### config.mk
export PLATFORM = sky130hd
export DESIGN_NAME = ttx_table_io
export DESIGN_NICKNAME = d
export VERILOG_FILES = /design/src/verilog/ttx_pkg.sv /design/src/verilog/ttx_chan_map.sv /design/src/verilog/ttx_table_io.sv
export SDC_FILE = /design/constraint.sdc
export NUM_CORES = 1
export LEC_CHECK = 0
export BUFFER_PORTS_ARGS = -buffer_cell sky130_fd_sc_hd__buf_4
export CAP_MARGIN = 30
export CORE_MARGIN = 1
export CORE_UTILIZATION = 25
export CTS_CLUSTER_SIZE = 12
export DETAILED_ROUTE_END_ITERATION = 10
export PLACE_DENSITY = 0.48
export SYNTH_ARGS = -nofsm -noshare
export SYNTH_HDL_FRONTEND = slang
export SYNTH_SLANG_ARGS = --single-unit
### constraint.sdc
create_clock -name i_sys_clk -period 4.8 [get_ports i_sys_clk]
set_clock_uncertainty 0.1 [all_clocks]
set_input_delay 0.48 -clock i_sys_clk [delete_from_list [all_inputs] [get_ports i_sys_clk]]
set_output_delay 0.48 -clock i_sys_clk [all_outputs]
set_load 0.02 [all_outputs]
### src/verilog/ttx_pkg.sv
// Package for the interrupt-driven table transfer engine.
// Assumes a 20 MHz system clock and a 24-bit core memory behind a simple request port.
package ttx_pkg;

    // ---------------------------------------------------------------
    // Sizes and channel decode
    // ---------------------------------------------------------------
    localparam int NUM_CHAN = 48;
    localparam int WORD_W = 24;
    localparam int MADDR_W = 15;
    localparam logic [14:0] RESP_BASE = 15'h0040;
    localparam logic [47:0] INPUT_MASK = 48'h5555_5555_5555;
    localparam logic [191:0] DEV_CODES = {12{16'hfa31}};

    // ---------------------------------------------------------------
    // Control word fields
    // ---------------------------------------------------------------
    localparam logic [5:0] N_DONE = 6'h3f;
    localparam logic [1:0] C_WRAP = 2'h3;
    localparam logic [1:0] PACK_FOUR = 2'h0;
    localparam logic [1:0] PACK_THREE = 2'h1;
    localparam logic [1:0] PACK_TWO = 2'h2;
    localparam logic [4:0] WIDTH_FOUR = 5'h06;
    localparam logic [4:0] WIDTH_THREE = 5'h08;
    localparam logic [4:0] WIDTH_TWO = 5'h0c;
    localparam logic [4:0] WIDTH_ONE = 5'h18;

    // ---------------------------------------------------------------
    // Timing
    // ---------------------------------------------------------------
    localparam int CLK_PERIOD_NS = 50;
    localparam int FAST_SEQ_NS = 12700;
    localparam int SLOW_SEQ_NS = 30700;
    localparam logic [9:0] FAST_SEQ_CYC = 10'(FAST_SEQ_NS / CLK_PERIOD_NS);
    localparam logic [9:0] SLOW_SEQ_CYC = 10'(SLOW_SEQ_NS / CLK_PERIOD_NS);

    // ---------------------------------------------------------------
    // Register port
    // ---------------------------------------------------------------
    localparam logic [1:0] REG_CTRL = 2'h0;
    localparam logic [1:0] REG_STATUS = 2'h1;
    localparam logic [1:0] REG_ECHO_CNT = 2'h2;
    localparam logic CTRL_ENABLE_RST = 1'b1;

    // ---------------------------------------------------------------
    // Types
    // ---------------------------------------------------------------
    typedef struct packed {
        logic [5:0] n;
        logic [1:0] c;
        logic [1:0] p;
        logic [13:0] y;
    } ttx_cw_t;

    typedef struct packed {
        logic [14:0] resp_addr;
        logic [3:0] dev_code;
        logic is_input;
    } ttx_chan_t;

    typedef enum logic [2:0] {
        S_IDLE = 3'h0,
        S_FETCH = 3'h1,
        S_CW_STORE = 3'h3,
        S_DATA_READ = 3'h2,
        S_DATA_STORE = 3'h6,
        S_PAD = 3'h4
    } ttx_state_t;

endpackage

### src/verilog/ttx_chan_map.sv
// Wired channel decode: channel index to response address, device code and direction.
// Assumes the channel index is below the channel count.
`timescale 1ns/10ps
module ttx_chan_map #(
    parameter logic [14:0] BASE = ttx_pkg::RESP_BASE,
    parameter logic [47:0] IN_MASK = ttx_pkg::INPUT_MASK,
    parameter logic [191:0] CODES = ttx_pkg::DEV_CODES
) (
    input wire logic [5:0] i_chan,
    output ttx_pkg::ttx_chan_t o_info
);

    // ---------------------------------------------------------------
    // Fixed decode
    // ---------------------------------------------------------------
    always_comb
    begin
        o_info.resp_addr = BASE + {9'h000, i_chan};
        o_info.dev_code = CODES[{i_chan, 2'h0} +: 4];
        o_info.is_input = IN_MASK[i_chan];
    end

endmodule // ttx_chan_map

### src/verilog/ttx_table_io.sv
// Interrupt-driven table transfer engine: moves characters between peripherals and memory.
// Assumes memory answers a read with i_mem_rvalid and accepts a write in one cycle.
//
// The register offsets and the plain strobed port were left to the implementer.
`timescale 1ns/10ps

// Notes on behaviour
// - A peripheral interrupt alone starts one transfer sequence, no instruction involved.
// - Only the buffer carries data; no processor register is touched.
// - Each channel decodes to a fixed device code and direction.
// - The control word at the response address is fetched first.
// - Upper six bits hold the remaining word count in ones complement, 63 max.
// - Packing 00/01/10/11 gives four, three, two, one characters per word.
// - Table address advances when character count equals packing.
// - Character count advances by one unless the control word is exhausted.
// - Character count wrap carries into word count.
// - Word count reaching all ones raises the completion echo.
// - Character count at zero after update reloads from packing.
// - Updated control word returns to the response address.
// - Input reads the table word, or clears the buffer on a word's first character.
// - Input rotates the buffer left by one character width.
// - Input ORs the received character into the low bits.
// - The merged buffer is written back at the table address.
// - Output channels drive characters out through the same sequence.
// - A sequence lasts 12.7 us on fast channels, 30.7 us on slow ones.
// - Up to 48 channels, each with its own interrupt and decode.
// - Output rotates the word left, sends the low character, stores it back.
// - An exhausted control word ends the sequence with no data moved.
module ttx_table_io (
    input wire logic i_sys_clk,
    input wire logic i_reset_n,
    input wire logic [47:0] i_chan_irq,
    input wire logic [23:0] i_dev_char,
    output logic [3:0] o_dev_code,
    output logic o_dev_in_strobe,
    output logic o_dev_out_strobe,
    output logic [23:0] o_dev_char,
    output logic o_echo,
    output logic o_busy,
    output logic [14:0] o_mem_addr,
    output logic [23:0] o_mem_wdata,
    output logic o_mem_rd,
    output logic o_mem_wr,
    input wire logic [23:0] i_mem_rdata,
    input wire logic i_mem_rvalid,
    input wire logic [1:0] i_reg_addr,
    input wire logic [23:0] i_reg_wdata,
    input wire logic i_reg_wr,
    input wire logic i_reg_rd,
    output logic [23:0] o_reg_rdata
);

    // ---------------------------------------------------------------
    // State
    // ---------------------------------------------------------------
    typedef struct packed {
        ttx_pkg::ttx_state_t state;
        logic [47:0] irq_s1;
        logic [47:0] irq_s2;
        logic [47:0] irq_prev;
        logic [47:0] pending;
        logic [23:0] char_s1;
        logic [23:0] char_s2;
        logic [5:0] chan;
        ttx_pkg::ttx_cw_t cw;
        ttx_pkg::ttx_cw_t cwn;
        logic [23:0] buffer;
        logic [9:0] cycles;
        logic enable;
        logic [7:0] echo_count;
        logic [14:0] mem_addr;
        logic [23:0] mem_wdata;
        logic mem_rd;
        logic mem_wr;
        logic [3:0] dev_code;
        logic dev_in_strobe;
        logic dev_out_strobe;
        logic [23:0] dev_char;
        logic echo;
        logic busy;
        logic [23:0] reg_rdata;
    } ttx_core_t;

    ttx_core_t r;
    ttx_core_t next_r;
    ttx_pkg::ttx_chan_t info;
    ttx_pkg::ttx_cw_t fetched;
    ttx_pkg::ttx_cw_t updated;
    logic [2:0] c_sum;
    logic [4:0] width;
    logic [23:0] mask;
    logic [23:0] rotated;
    logic [23:0] rot_src;
    logic [47:0] rose;
    logic [5:0] pick;
    logic found;
    logic [9:0] seq_len;

    // ---------------------------------------------------------------
    // Channel decode
    // ---------------------------------------------------------------
    ttx_chan_map u_map (
        .i_chan(r.chan),
        .o_info(info)
    );

    // ---------------------------------------------------------------
    // Datapath helpers
    // ---------------------------------------------------------------
    always_comb
    begin
        fetched = ttx_pkg::ttx_cw_t'(i_mem_rdata);
        c_sum = {1'b0, fetched.c} + 3'h1;
        updated.c = (c_sum[1:0] == 2'h0) ? fetched.p : c_sum[1:0];
        updated.p = fetched.p;
        updated.n = fetched.n + {5'h00, c_sum[2]};
        updated.y = fetched.y + {13'h0000, fetched.c == fetched.p};
        case (r.cw.p)
            ttx_pkg::PACK_FOUR: width = ttx_pkg::WIDTH_FOUR;
            ttx_pkg::PACK_THREE: width = ttx_pkg::WIDTH_THREE;
            ttx_pkg::PACK_TWO: width = ttx_pkg::WIDTH_TWO;
            default: width = ttx_pkg::WIDTH_ONE;
        endcase
        mask = 24'((25'h0000001 << width) - 25'h0000001);
        rot_src = i_mem_rdata;
        rotated = 24'((rot_src << width) | (rot_src >> (5'h18 - width)));
        seq_len = info.dev_code[3] ? ttx_pkg::SLOW_SEQ_CYC : ttx_pkg::FAST_SEQ_CYC;
        rose = r.irq_s2 & ~r.irq_prev;
        found = 1'b0;
        pick = 6'h00;
        for (int i = 0; i < ttx_pkg::NUM_CHAN; i++)
        begin
            if (!found && r.pending[i])
            begin
                found = 1'b1;
                pick = 6'(i);
            end
        end
    end

    // ---------------------------------------------------------------
    // Next state
    // ---------------------------------------------------------------
    always_comb
    begin
        next_r = r;
        next_r.irq_s1 = i_chan_irq;
        next_r.irq_s2 = r.irq_s1;
        next_r.irq_prev = r.irq_s2;
        next_r.char_s1 = i_dev_char;
        next_r.char_s2 = r.char_s1;
        next_r.mem_rd = 1'b0;
        next_r.mem_wr = 1'b0;
        next_r.dev_in_strobe = 1'b0;
        next_r.dev_out_strobe = 1'b0;
        next_r.echo = 1'b0;
        next_r.reg_rdata = 24'h000000;
        next_r.cycles = r.cycles + 10'h001;
        next_r.pending = r.pending | rose;
        case (r.state)
            ttx_pkg::S_IDLE:
            begin
                next_r.cycles = 10'h000;
                if (r.enable && found)
                begin
                    next_r.pending[pick] = rose[pick];
                    next_r.chan = pick;
                    next_r.busy = 1'b1;
                    next_r.mem_rd = 1'b1;
                    next_r.mem_addr = ttx_pkg::RESP_BASE + {9'h000, pick};
                    next_r.state = ttx_pkg::S_FETCH;
                end
            end
            ttx_pkg::S_FETCH:
            begin
                if (i_mem_rvalid)
                begin
                    next_r.cw = fetched;
                    next_r.cwn = updated;
                    if (fetched.n == ttx_pkg::N_DONE)
                    begin
                        next_r.state = ttx_pkg::S_PAD;
                    end
                    else
                    begin
                        next_r.mem_wr = 1'b1;
                        next_r.mem_addr = info.resp_addr;
                        next_r.mem_wdata = updated;
                        next_r.echo = c_sum[2] && (updated.n == ttx_pkg::N_DONE);
                        next_r.state = ttx_pkg::S_CW_STORE;
                    end
                end
            end
            ttx_pkg::S_CW_STORE:
            begin
                if (info.is_input && (r.cw.c == r.cw.p))
                begin
                    next_r.buffer = r.char_s2 & mask;
                    next_r.dev_in_strobe = 1'b1;
                    next_r.mem_wr = 1'b1;
                    next_r.mem_addr = {1'b0, r.cwn.y};
                    next_r.mem_wdata = r.char_s2 & mask;
                    next_r.state = ttx_pkg::S_DATA_STORE;
                end
                else
                begin
                    next_r.mem_rd = 1'b1;
                    next_r.mem_addr = {1'b0, r.cwn.y};
                    next_r.state = ttx_pkg::S_DATA_READ;
                end
            end
            ttx_pkg::S_DATA_READ:
            begin
                if (i_mem_rvalid)
                begin
                    next_r.mem_wr = 1'b1;
                    if (info.is_input)
                    begin
                        next_r.buffer = rotated | (r.char_s2 & mask);
                        next_r.mem_wdata = rotated | (r.char_s2 & mask);
                        next_r.dev_in_strobe = 1'b1;
                    end
                    else
                    begin
                        next_r.buffer = rotated;
                        next_r.mem_wdata = rotated;
                        next_r.dev_char = rotated & mask;
                        next_r.dev_out_strobe = 1'b1;
                    end
                    next_r.state = ttx_pkg::S_DATA_STORE;
                end
            end
            ttx_pkg::S_DATA_STORE:
            begin
                next_r.state = ttx_pkg::S_PAD;
            end
            default:
            begin
                if (r.cycles >= seq_len - 10'h001)
                begin
                    next_r.busy = 1'b0;
                    next_r.state = ttx_pkg::S_IDLE;
                end
            end
        endcase
        next_r.dev_code = info.dev_code;
        next_r.echo_count = r.echo_count + {7'h00, r.echo};
        if (i_reg_wr && i_reg_addr == ttx_pkg::REG_CTRL)
        begin
            next_r.enable = i_reg_wdata[0];
        end
        else if (i_reg_wr && i_reg_addr == ttx_pkg::REG_ECHO_CNT)
        begin
            next_r.echo_count = {7'h00, r.echo};
        end
        if (i_reg_rd && i_reg_addr == ttx_pkg::REG_CTRL)
        begin
            next_r.reg_rdata = {23'h000000, r.enable};
        end
        else if (i_reg_rd && i_reg_addr == ttx_pkg::REG_STATUS)
        begin
            next_r.reg_rdata = {16'h0000, r.busy, info.is_input, r.chan};
        end
        else if (i_reg_rd && i_reg_addr == ttx_pkg::REG_ECHO_CNT)
        begin
            next_r.reg_rdata = {16'h0000, r.echo_count};
        end
    end

    // ---------------------------------------------------------------
    // Registers
    // ---------------------------------------------------------------
    always_ff @(posedge i_sys_clk or negedge i_reset_n)
    begin
        if (!i_reset_n)
        begin
            r <= '0;
            r.state <= ttx_pkg::S_IDLE;
            r.enable <= ttx_pkg::CTRL_ENABLE_RST;
        end
        else
        begin
            r <= next_r;
        end
    end

    assign o_dev_code = r.dev_code;
    assign o_dev_in_strobe = r.dev_in_strobe;
    assign o_dev_out_strobe = r.dev_out_strobe;
    assign o_dev_char = r.dev_char;
    assign o_echo = r.echo;
    assign o_busy = r.busy;
    assign o_mem_addr = r.mem_addr;
    assign o_mem_wdata = r.mem_wdata;
    assign o_mem_rd = r.mem_rd;
    assign o_mem_wr = r.mem_wr;
    assign o_reg_rdata = r.reg_rdata;

    // ---------------------------------------------------------------
    // Assertions
    // ---------------------------------------------------------------
    property p_fetch_first;
        @(posedge i_sys_clk) disable iff (!i_reset_n)
        $rose(r.busy) |-> o_mem_rd && o_mem_addr == info.resp_addr;
    endproperty
    a_fetch_first: assert property (p_fetch_first) else $error("Fetch not at response address");
    property p_cw_back;
        @(posedge i_sys_clk) disable iff (!i_reset_n)
        r.state == ttx_pkg::S_CW_STORE |-> o_mem_wr && o_mem_addr == info.resp_addr;
    endproperty
    a_cw_back: assert property (p_cw_back) else $error("Control word not written back");
    property p_addr_step;
        @(posedge i_sys_clk) disable iff (!i_reset_n)
        r.state == ttx_pkg::S_CW_STORE |->
            o_mem_wdata[13:0] == r.cw.y + ((r.cw.c == r.cw.p) ? 14'h0001 : 14'h0000);
    endproperty
    a_addr_step: assert property (p_addr_step) else $error("Table address step wrong");
    property p_count_step;
        @(posedge i_sys_clk) disable iff (!i_reset_n)
        r.state == ttx_pkg::S_CW_STORE |->
            o_mem_wdata[17:16] == ((r.cw.c == ttx_pkg::C_WRAP) ? r.cw.p : r.cw.c + 2'h1)
            && o_mem_wdata[23:18] == r.cw.n + ((r.cw.c == ttx_pkg::C_WRAP) ? 6'h01 : 6'h00);
    endproperty
    a_count_step: assert property (p_count_step) else $error("Count fields updated wrongly");
    property p_echo;
        @(posedge i_sys_clk) disable iff (!i_reset_n)
        o_echo |-> o_mem_wr && o_mem_wdata[23:18] == ttx_pkg::N_DONE && r.cw.c == ttx_pkg::C_WRAP
            ##1 !o_echo;
    endproperty
    a_echo: assert property (p_echo) else $error("Echo without final character");
    property p_exhausted;
        @(posedge i_sys_clk) disable iff (!i_reset_n)
        $past(r.state) == ttx_pkg::S_FETCH && r.state == ttx_pkg::S_PAD |->
            (!o_mem_wr && !o_dev_out_strobe && !o_dev_in_strobe) throughout (r.busy [*1]);
    endproperty
    a_exhausted: assert property (p_exhausted) else $error("Data moved on exhausted word");
    property p_data_store;
        @(posedge i_sys_clk) disable iff (!i_reset_n)
        r.state == ttx_pkg::S_DATA_STORE |-> o_mem_wr && o_mem_addr == {1'b0, r.cwn.y};
    endproperty
    a_data_store: assert property (p_data_store) else $error("Data stored at wrong address");
    property p_first_clear;
        @(posedge i_sys_clk) disable iff (!i_reset_n)
        r.state == ttx_pkg::S_DATA_STORE && info.is_input && r.cw.c == r.cw.p |->
            (o_mem_wdata & ~mask) == 24'h000000;
    endproperty
    a_first_clear: assert property (p_first_clear) else $error("First character not on clear word");
    property p_out_char;
        @(posedge i_sys_clk) disable iff (!i_reset_n)
        o_dev_out_strobe |-> o_dev_char == (o_mem_wdata & mask) && o_mem_wr;
    endproperty
    a_out_char: assert property (p_out_char) else $error("Output character mismatch");
    property p_duration;
        @(posedge i_sys_clk) disable iff (!i_reset_n)
        $fell(r.busy) |-> $past(r.cycles) >= $past(seq_len) - 10'h001;
    endproperty
    a_duration: assert property (p_duration) else $error("Sequence ended early");

    c_echo: cover property (@(posedge i_sys_clk) disable iff (!i_reset_n) o_echo);
    c_input: cover property (@(posedge i_sys_clk) disable iff (!i_reset_n) o_dev_in_strobe);
    c_output: cover property (@(posedge i_sys_clk) disable iff (!i_reset_n) o_dev_out_strobe);
    c_exhausted: cover property (@(posedge i_sys_clk) disable iff (!i_reset_n)
        $past(r.state) == ttx_pkg::S_FETCH && r.state == ttx_pkg::S_PAD);

endmodule // ttx_table_io
; ---- After elaboration in Yosys (flattened, before gate mapping)
; Memory sizes are Yosys's and may differ from the RTL's.
; Index checks and enable logic that the tools add are counted.
[classes]
shift = 4
n_mux = 146
add_sub_neg = 10
bitwise_logic = 9
eq_ne = 17
reduce_logical = 119
n_lt_le_gt_ge = 4
[op_table]
columns = cell, n
row1 = $mux 6, 46
row2 = $shiftx 192x9->4 const A, 1
row3 = $mux 48, 2
row4 = $mux 39, 2
row5 = $mux 24, 3
row6 = $pmux 24 s3, 1
row7 = $mux 1, 64
row8 = $logic_and 1x1->1, 56
row9 = $mux 25, 2
row10 = $and 24x24->24, 2
row11 = $and 48x48->48, 1
row12 = $bwmux 48, 1
row13 = $not 48->48, 1
row14 = $or 24x24->24, 2
row15 = $or 48x48->48, 1
row16 = $logic_not 1->1, 47
row17 = $pmux 15 s3, 1
row18 = $mux 8, 5
row19 = $mux 26, 1
row20 = $shl 1x5->24 const A, 1
row21 = $shl 24x5->24, 1
row22 = $shr 24x5->24, 1
row23 = $sub 24x1->24 const B, 1
row24 = $mux 10, 2
row25 = other kinds (39), 64
[word_totals]
wordCells = 335
mem_bits_ro = 64
in_bits = 127
ff_bits = 383
n_memories = 1
[memory_table]
columns = memory, words, width, read_ports, rd_clocked_by_memory_dff, write_ports, line_no
row1 = (name not given), 64, 1, 1, 0, 0, ttx_chan_map.sv:20  ; o_info.is_input = IN_MASK[i_chan];

; ---- Logic depth before layout (Yosys ltp)
[logic_depth]
word_depth = 149
mapped_depth = 12
ltp_nobuf = 11

; ---- Modules after synthesis
; A second synthesis with hierarchy kept.
[unflattened]
cells_unflattened = 1523
area_unflattened_um2 = 16306.9
[modules_own_cells]
columns = module, cells_per_inst, instances, area_per_inst_um2, seq_area_each_um2
row1 = ttx_table_io, 1500, 1, 16151.7, 9185.1
row2 = ttx_chan_map, 23, 1, 155.1, 0.0

; ---- Worst setup path before layout
; OpenSTA, ideal clock, no wires.
[synth_timing]
path_type = flip-flop to flip-flop
startpoint = reg r[258] (netlist name)
endpoint = reg r[286] (netlist name)
setup_ns = 0.144
period_less_slack_ns = 3.329
path_slack_ns = 1.471
t_arrival_ns = 3.084
t_required_ns = 4.556
path_stages_with_launch = 12
path_cell_list = dfrtp_1 -> or4_1 -> nor2_4 -> nand2_2 -> or4_1 -> buf_2 -> nand3_2 -> mux2_2 -> o21a_1 -> a21oi_2 -> buf_6 -> a32oi_2
[synth_lines]
columns = item, line_no
row1 = "start, declared", ttx_table_io.sv:84  ; ttx_core_t r;
row2 = "start signal, assigned", ttx_table_io.sv:283  ; r <= next_r;

==> impl_metrics.py <==
metrics = {
    "routing": {
        "drt-initial-drc-count": 830,
        "vias_per_cell": 4.57,
        "vias": 11500,
        "ant_nets": 0,
        "avgRoutedWirePerCell_um": 18.2,
        "wl_um": 45800,
        "drc_errors": 0,
        "first_pass_iters": 5,
    },
    "critical_path": {
        "endpoint_kind": "flip-flop",
        "cp.required_ns": 5.10,
        "worstSetupPathType": "reg2reg",
        "rr_worst_depth": 10,
        "worstPathMaxFanout": 11,
        "worst_r2r_startpoint": "r[254]",
        "arrival_ns": 4.44,
        "timing.rr.end": "r[259]",
        "r2r_slack_ns": 0.67,
        "crit_path_start_kind": "flip-flop",
    },
    "sta": {
        "finalCritPeriodShare": 0.861,
        "grt_setup_unrepaired": "no",
        "drv_slew": 0,
        "fin_setup_tns_ns": 0,
        "fin_crit_ns": 4.13,
        "whs_ns": 0.0637,
        "setup_viol": 0,
        "finalHoldViolations": 0,
        "slew_headroom": 0.337,
        "tightest_slew_ns": 0.987,
        "max_freq_ghz": 0.242,
    },
    "global_routing": {
        "grt_pass1_vias": 11500,
        "track_usage": 0.142,
        "grt_overflow": 0,
        "grt_pass1_wl_um": 69400,
        "grt_max_degree": 119,
        "antenna_found_initial": 1,
    },
    "clock_tree": {
        "root_buffer": "clkbuf_16",
        "cts_max_level": 2,
        "cts_resized": 0,
        "postCtsSetupBuffers": 0,
        "cts.sinks": 366,
        "cts.clk_slew.worst_paths_ns": 0.06,
        "tritoncts": "yes",
        "clk_latency_ns": 0.57,
        "cts_buffer_depth": 3,
        "numCtsBuffers": 44,
    },
    "cells_and_area": {
        "drive_gt1_frac": 0.197,
        "n_antenna_cell": 0,
        "instances_no_fill": 2518,
        "layout.nets": 1792,
        "fin_area_mm2": 0.0199,
        "syn_to_final_growth_pct": 25.2,
        "finish.utilization": 0.316,
    },
    "pwr": {
        "vdd_drop_max_mv": 0.259,
        "p_leak_nw": 8.56,
        "power_per_cell_area_mw_per_mm2": 529,
    },
    "floorplanning": {
        "die_h_um": 254,
        "die_area_mm2": 0.0646,
        "coreArea_mm2": 0.0630,
        "io_pins": 224,
        "die_w_um": 254,
        "rows": 92,
        "start_util": 0.252,
    },
    "placed_design": {
        "finalWeightedCongestion": 0.886,
        "dpl.cell_count": 2370,
        "io_buffers": 183,
        "dpl.hpwl_um": 33200,
        "placed_cell_area_mm2": 0.0177,
    },
    "synth": {
        "synth_area_per_cell_um2": 10.9,
        "yosys_warnings": 0,
        "ys_types": 78,
        "synth_edf_count": 0,
        "netlist_area_mm2": 0.0159,
        "ys_ff_latch": 366,
        "yosys-top-cells-area": "dfrtp_1 (57%), buf_4 (4.4%), nor2_1 (3.6%)",
        "synth_area_leader_cell": "dfrtp_1",
        "synth_async_sr_flop_share": 1.00,
        "ys.flop_type": "dfrtp_1",
        "yosysSeqAreaShare": 0.577,
        "synth_top_area_share": 0.575,
        "synthCells": 1451,
    },
    "min_path": {
        "hold_path_depth": 2,
        "hp-start": "i_reg_wdata[0]",
        "hold_class": "in2reg",
        "holdPathEnd": "r[105]",
    },
    "run": {
        "max-cap-violations": 0,
    },
    "run_status": {
        "status": "finished, final reports clean",
    },
}
how the worst max path moves through the flow:
stage	start	end	slack (ns)	cells after the start
after detailed placement	r[254]	r[261]	0.67	10
final	r[254]	r[259]	0.67	10
after CTS	r[254]	r[259]	0.66	10
after floorplan	r[258]	r[286]	1.47	11
after global placement	r[254]	r[270]	0.76	10
after global routing	r[254]	r[262]	0.36	10
critical path, stage by stage (launching register included):
cell and delay (ns):
dfrtp_1 0.41, nor4_1 0.53, and4_1 0.51, nand2_2 0.14
or4_1 0.65, nand3_2 0.42, buf_4 0.27, mux2i_1 0.20
o22ai_1 0.11, nor3_2 0.49, a21oi_1 0.15
power breakdown:
| part | leakage (nW) | total [mW] | switching, mW | internal (mW) |
|---|---|---|---|---|
| logic | 3.61 | 3.34 | 2.07 | 1.27 |
| clock network | 0.703 | 3.29 | 1.31 | 1.99 |
| registers | 4.25 | 3.89 | 0.346 | 3.54 |
flip-flops by register name, indices dropped and copies added, names as in the netlist:
register,count
o_dev_out_strobe,1
o_busy,1
o_mem_addr,14
o_mem_rd,1
o_reg_rdata,8
o_dev_char,24
o_mem_wr,1
o_dev_code,4
o_dev_in_strobe,1
o_echo,1
r,166
o_mem_wdata,24
next_r,120
layout by cell type (no fill, tap or decap), drive strengths merged, types with 11 or more instances in the layout:
cell type and n:
nand3 40, nor4 22, nand2b 14, nor2b 49, ha 22, clkbuf 61
mux2 11, o21ai 54, nor3 24, o22ai 18, and2 11, nand2 96
xor2 26, dlygate4sd3 73, nor2 154, buf 215, mux2i 44, conb 19
a32oi 13, a22o 18, a21oi 105, inv 36, dfrtp 365, a31oi 28
a22oi 20
timing repair:
action	in CTS	in global routing
endpoints found under the setup margin	0	0
hold buffers	73	0
endpoints found under the hold margin	162	0
metal layers:
metal / GRT usage / up-vias / share of wire
met5: 0 / - / 0
met2: 0.226 / 336 / 0.47
met3: 0.0283 / 83 / 0.053
met1: 0.189 / 5685 / 0.45
li1: - / 5409 / -
met4: 0.0528 / 0 / 0.030
layout make-up:
class	instances	area, um^2
fill	6440	43100
sequential	366	9160
multi-input combinational	907	5700
timing repair buffer	288	2390
clock buffer	61	1300
tap	846	1060
clock inverter	14	148
inverter	36	135
logic make-up (layout without fill, tap and decap cells):
group / after synthesis / in the layout / share of synthesized area
adder cells (fa/ha/maj): 22 / 22 / 0.0173
other: 2 / 19 / 0.000473
AO/OA/AOI/OAI: 323 / 323 / 0.134
multiplexers: 60 / 60 / 0.0426
flip-flops: 366 / 366 / 0.577
buffers and inverters: 195 / 399 / 0.0693
AND/OR/NAND/NOR: 448 / 448 / 0.140
XOR/XNOR: 35 / 35 / 0.0193
cells in the mapped netlist, types with 9 or more instances:
| cell | count |
|---|---|
| a21oi_1 | 104 |
| a22o_1 | 18 |
| a22oi_1 | 20 |
| a31oi_1 | 28 |
| a32oi_1 | 12 |
| and2_1 | 10 |
| buf_4 | 93 |
| clkbuf_1 | 53 |
| dfrtp_1 | 365 |
| ha_1 | 22 |
| inv_1 | 33 |
| mux2_2 | 11 |
| mux2i_1 | 44 |
| nand2_1 | 95 |
| nand2b_1 | 14 |
| nand3_1 | 38 |
| nor2_1 | 152 |
| nor2b_1 | 49 |
| nor3_1 | 20 |
| nor4_1 | 17 |
| o21ai_0 | 50 |
| o22ai_1 | 18 |
| xnor2_1 | 9 |
| xor2_1 | 26 |
stage by stage:
step	worst slack (ns)	total power, mW
3_3_place_gp	0.759	7.19
2_1_floorplan	1.47	6.20
5_1_grt	0.357	11.1
4_1_cts	0.655	10.7
6_report	0.667	10.5
3_5_place_dp	0.668	7.23
(Power assumes the default switching activity.)
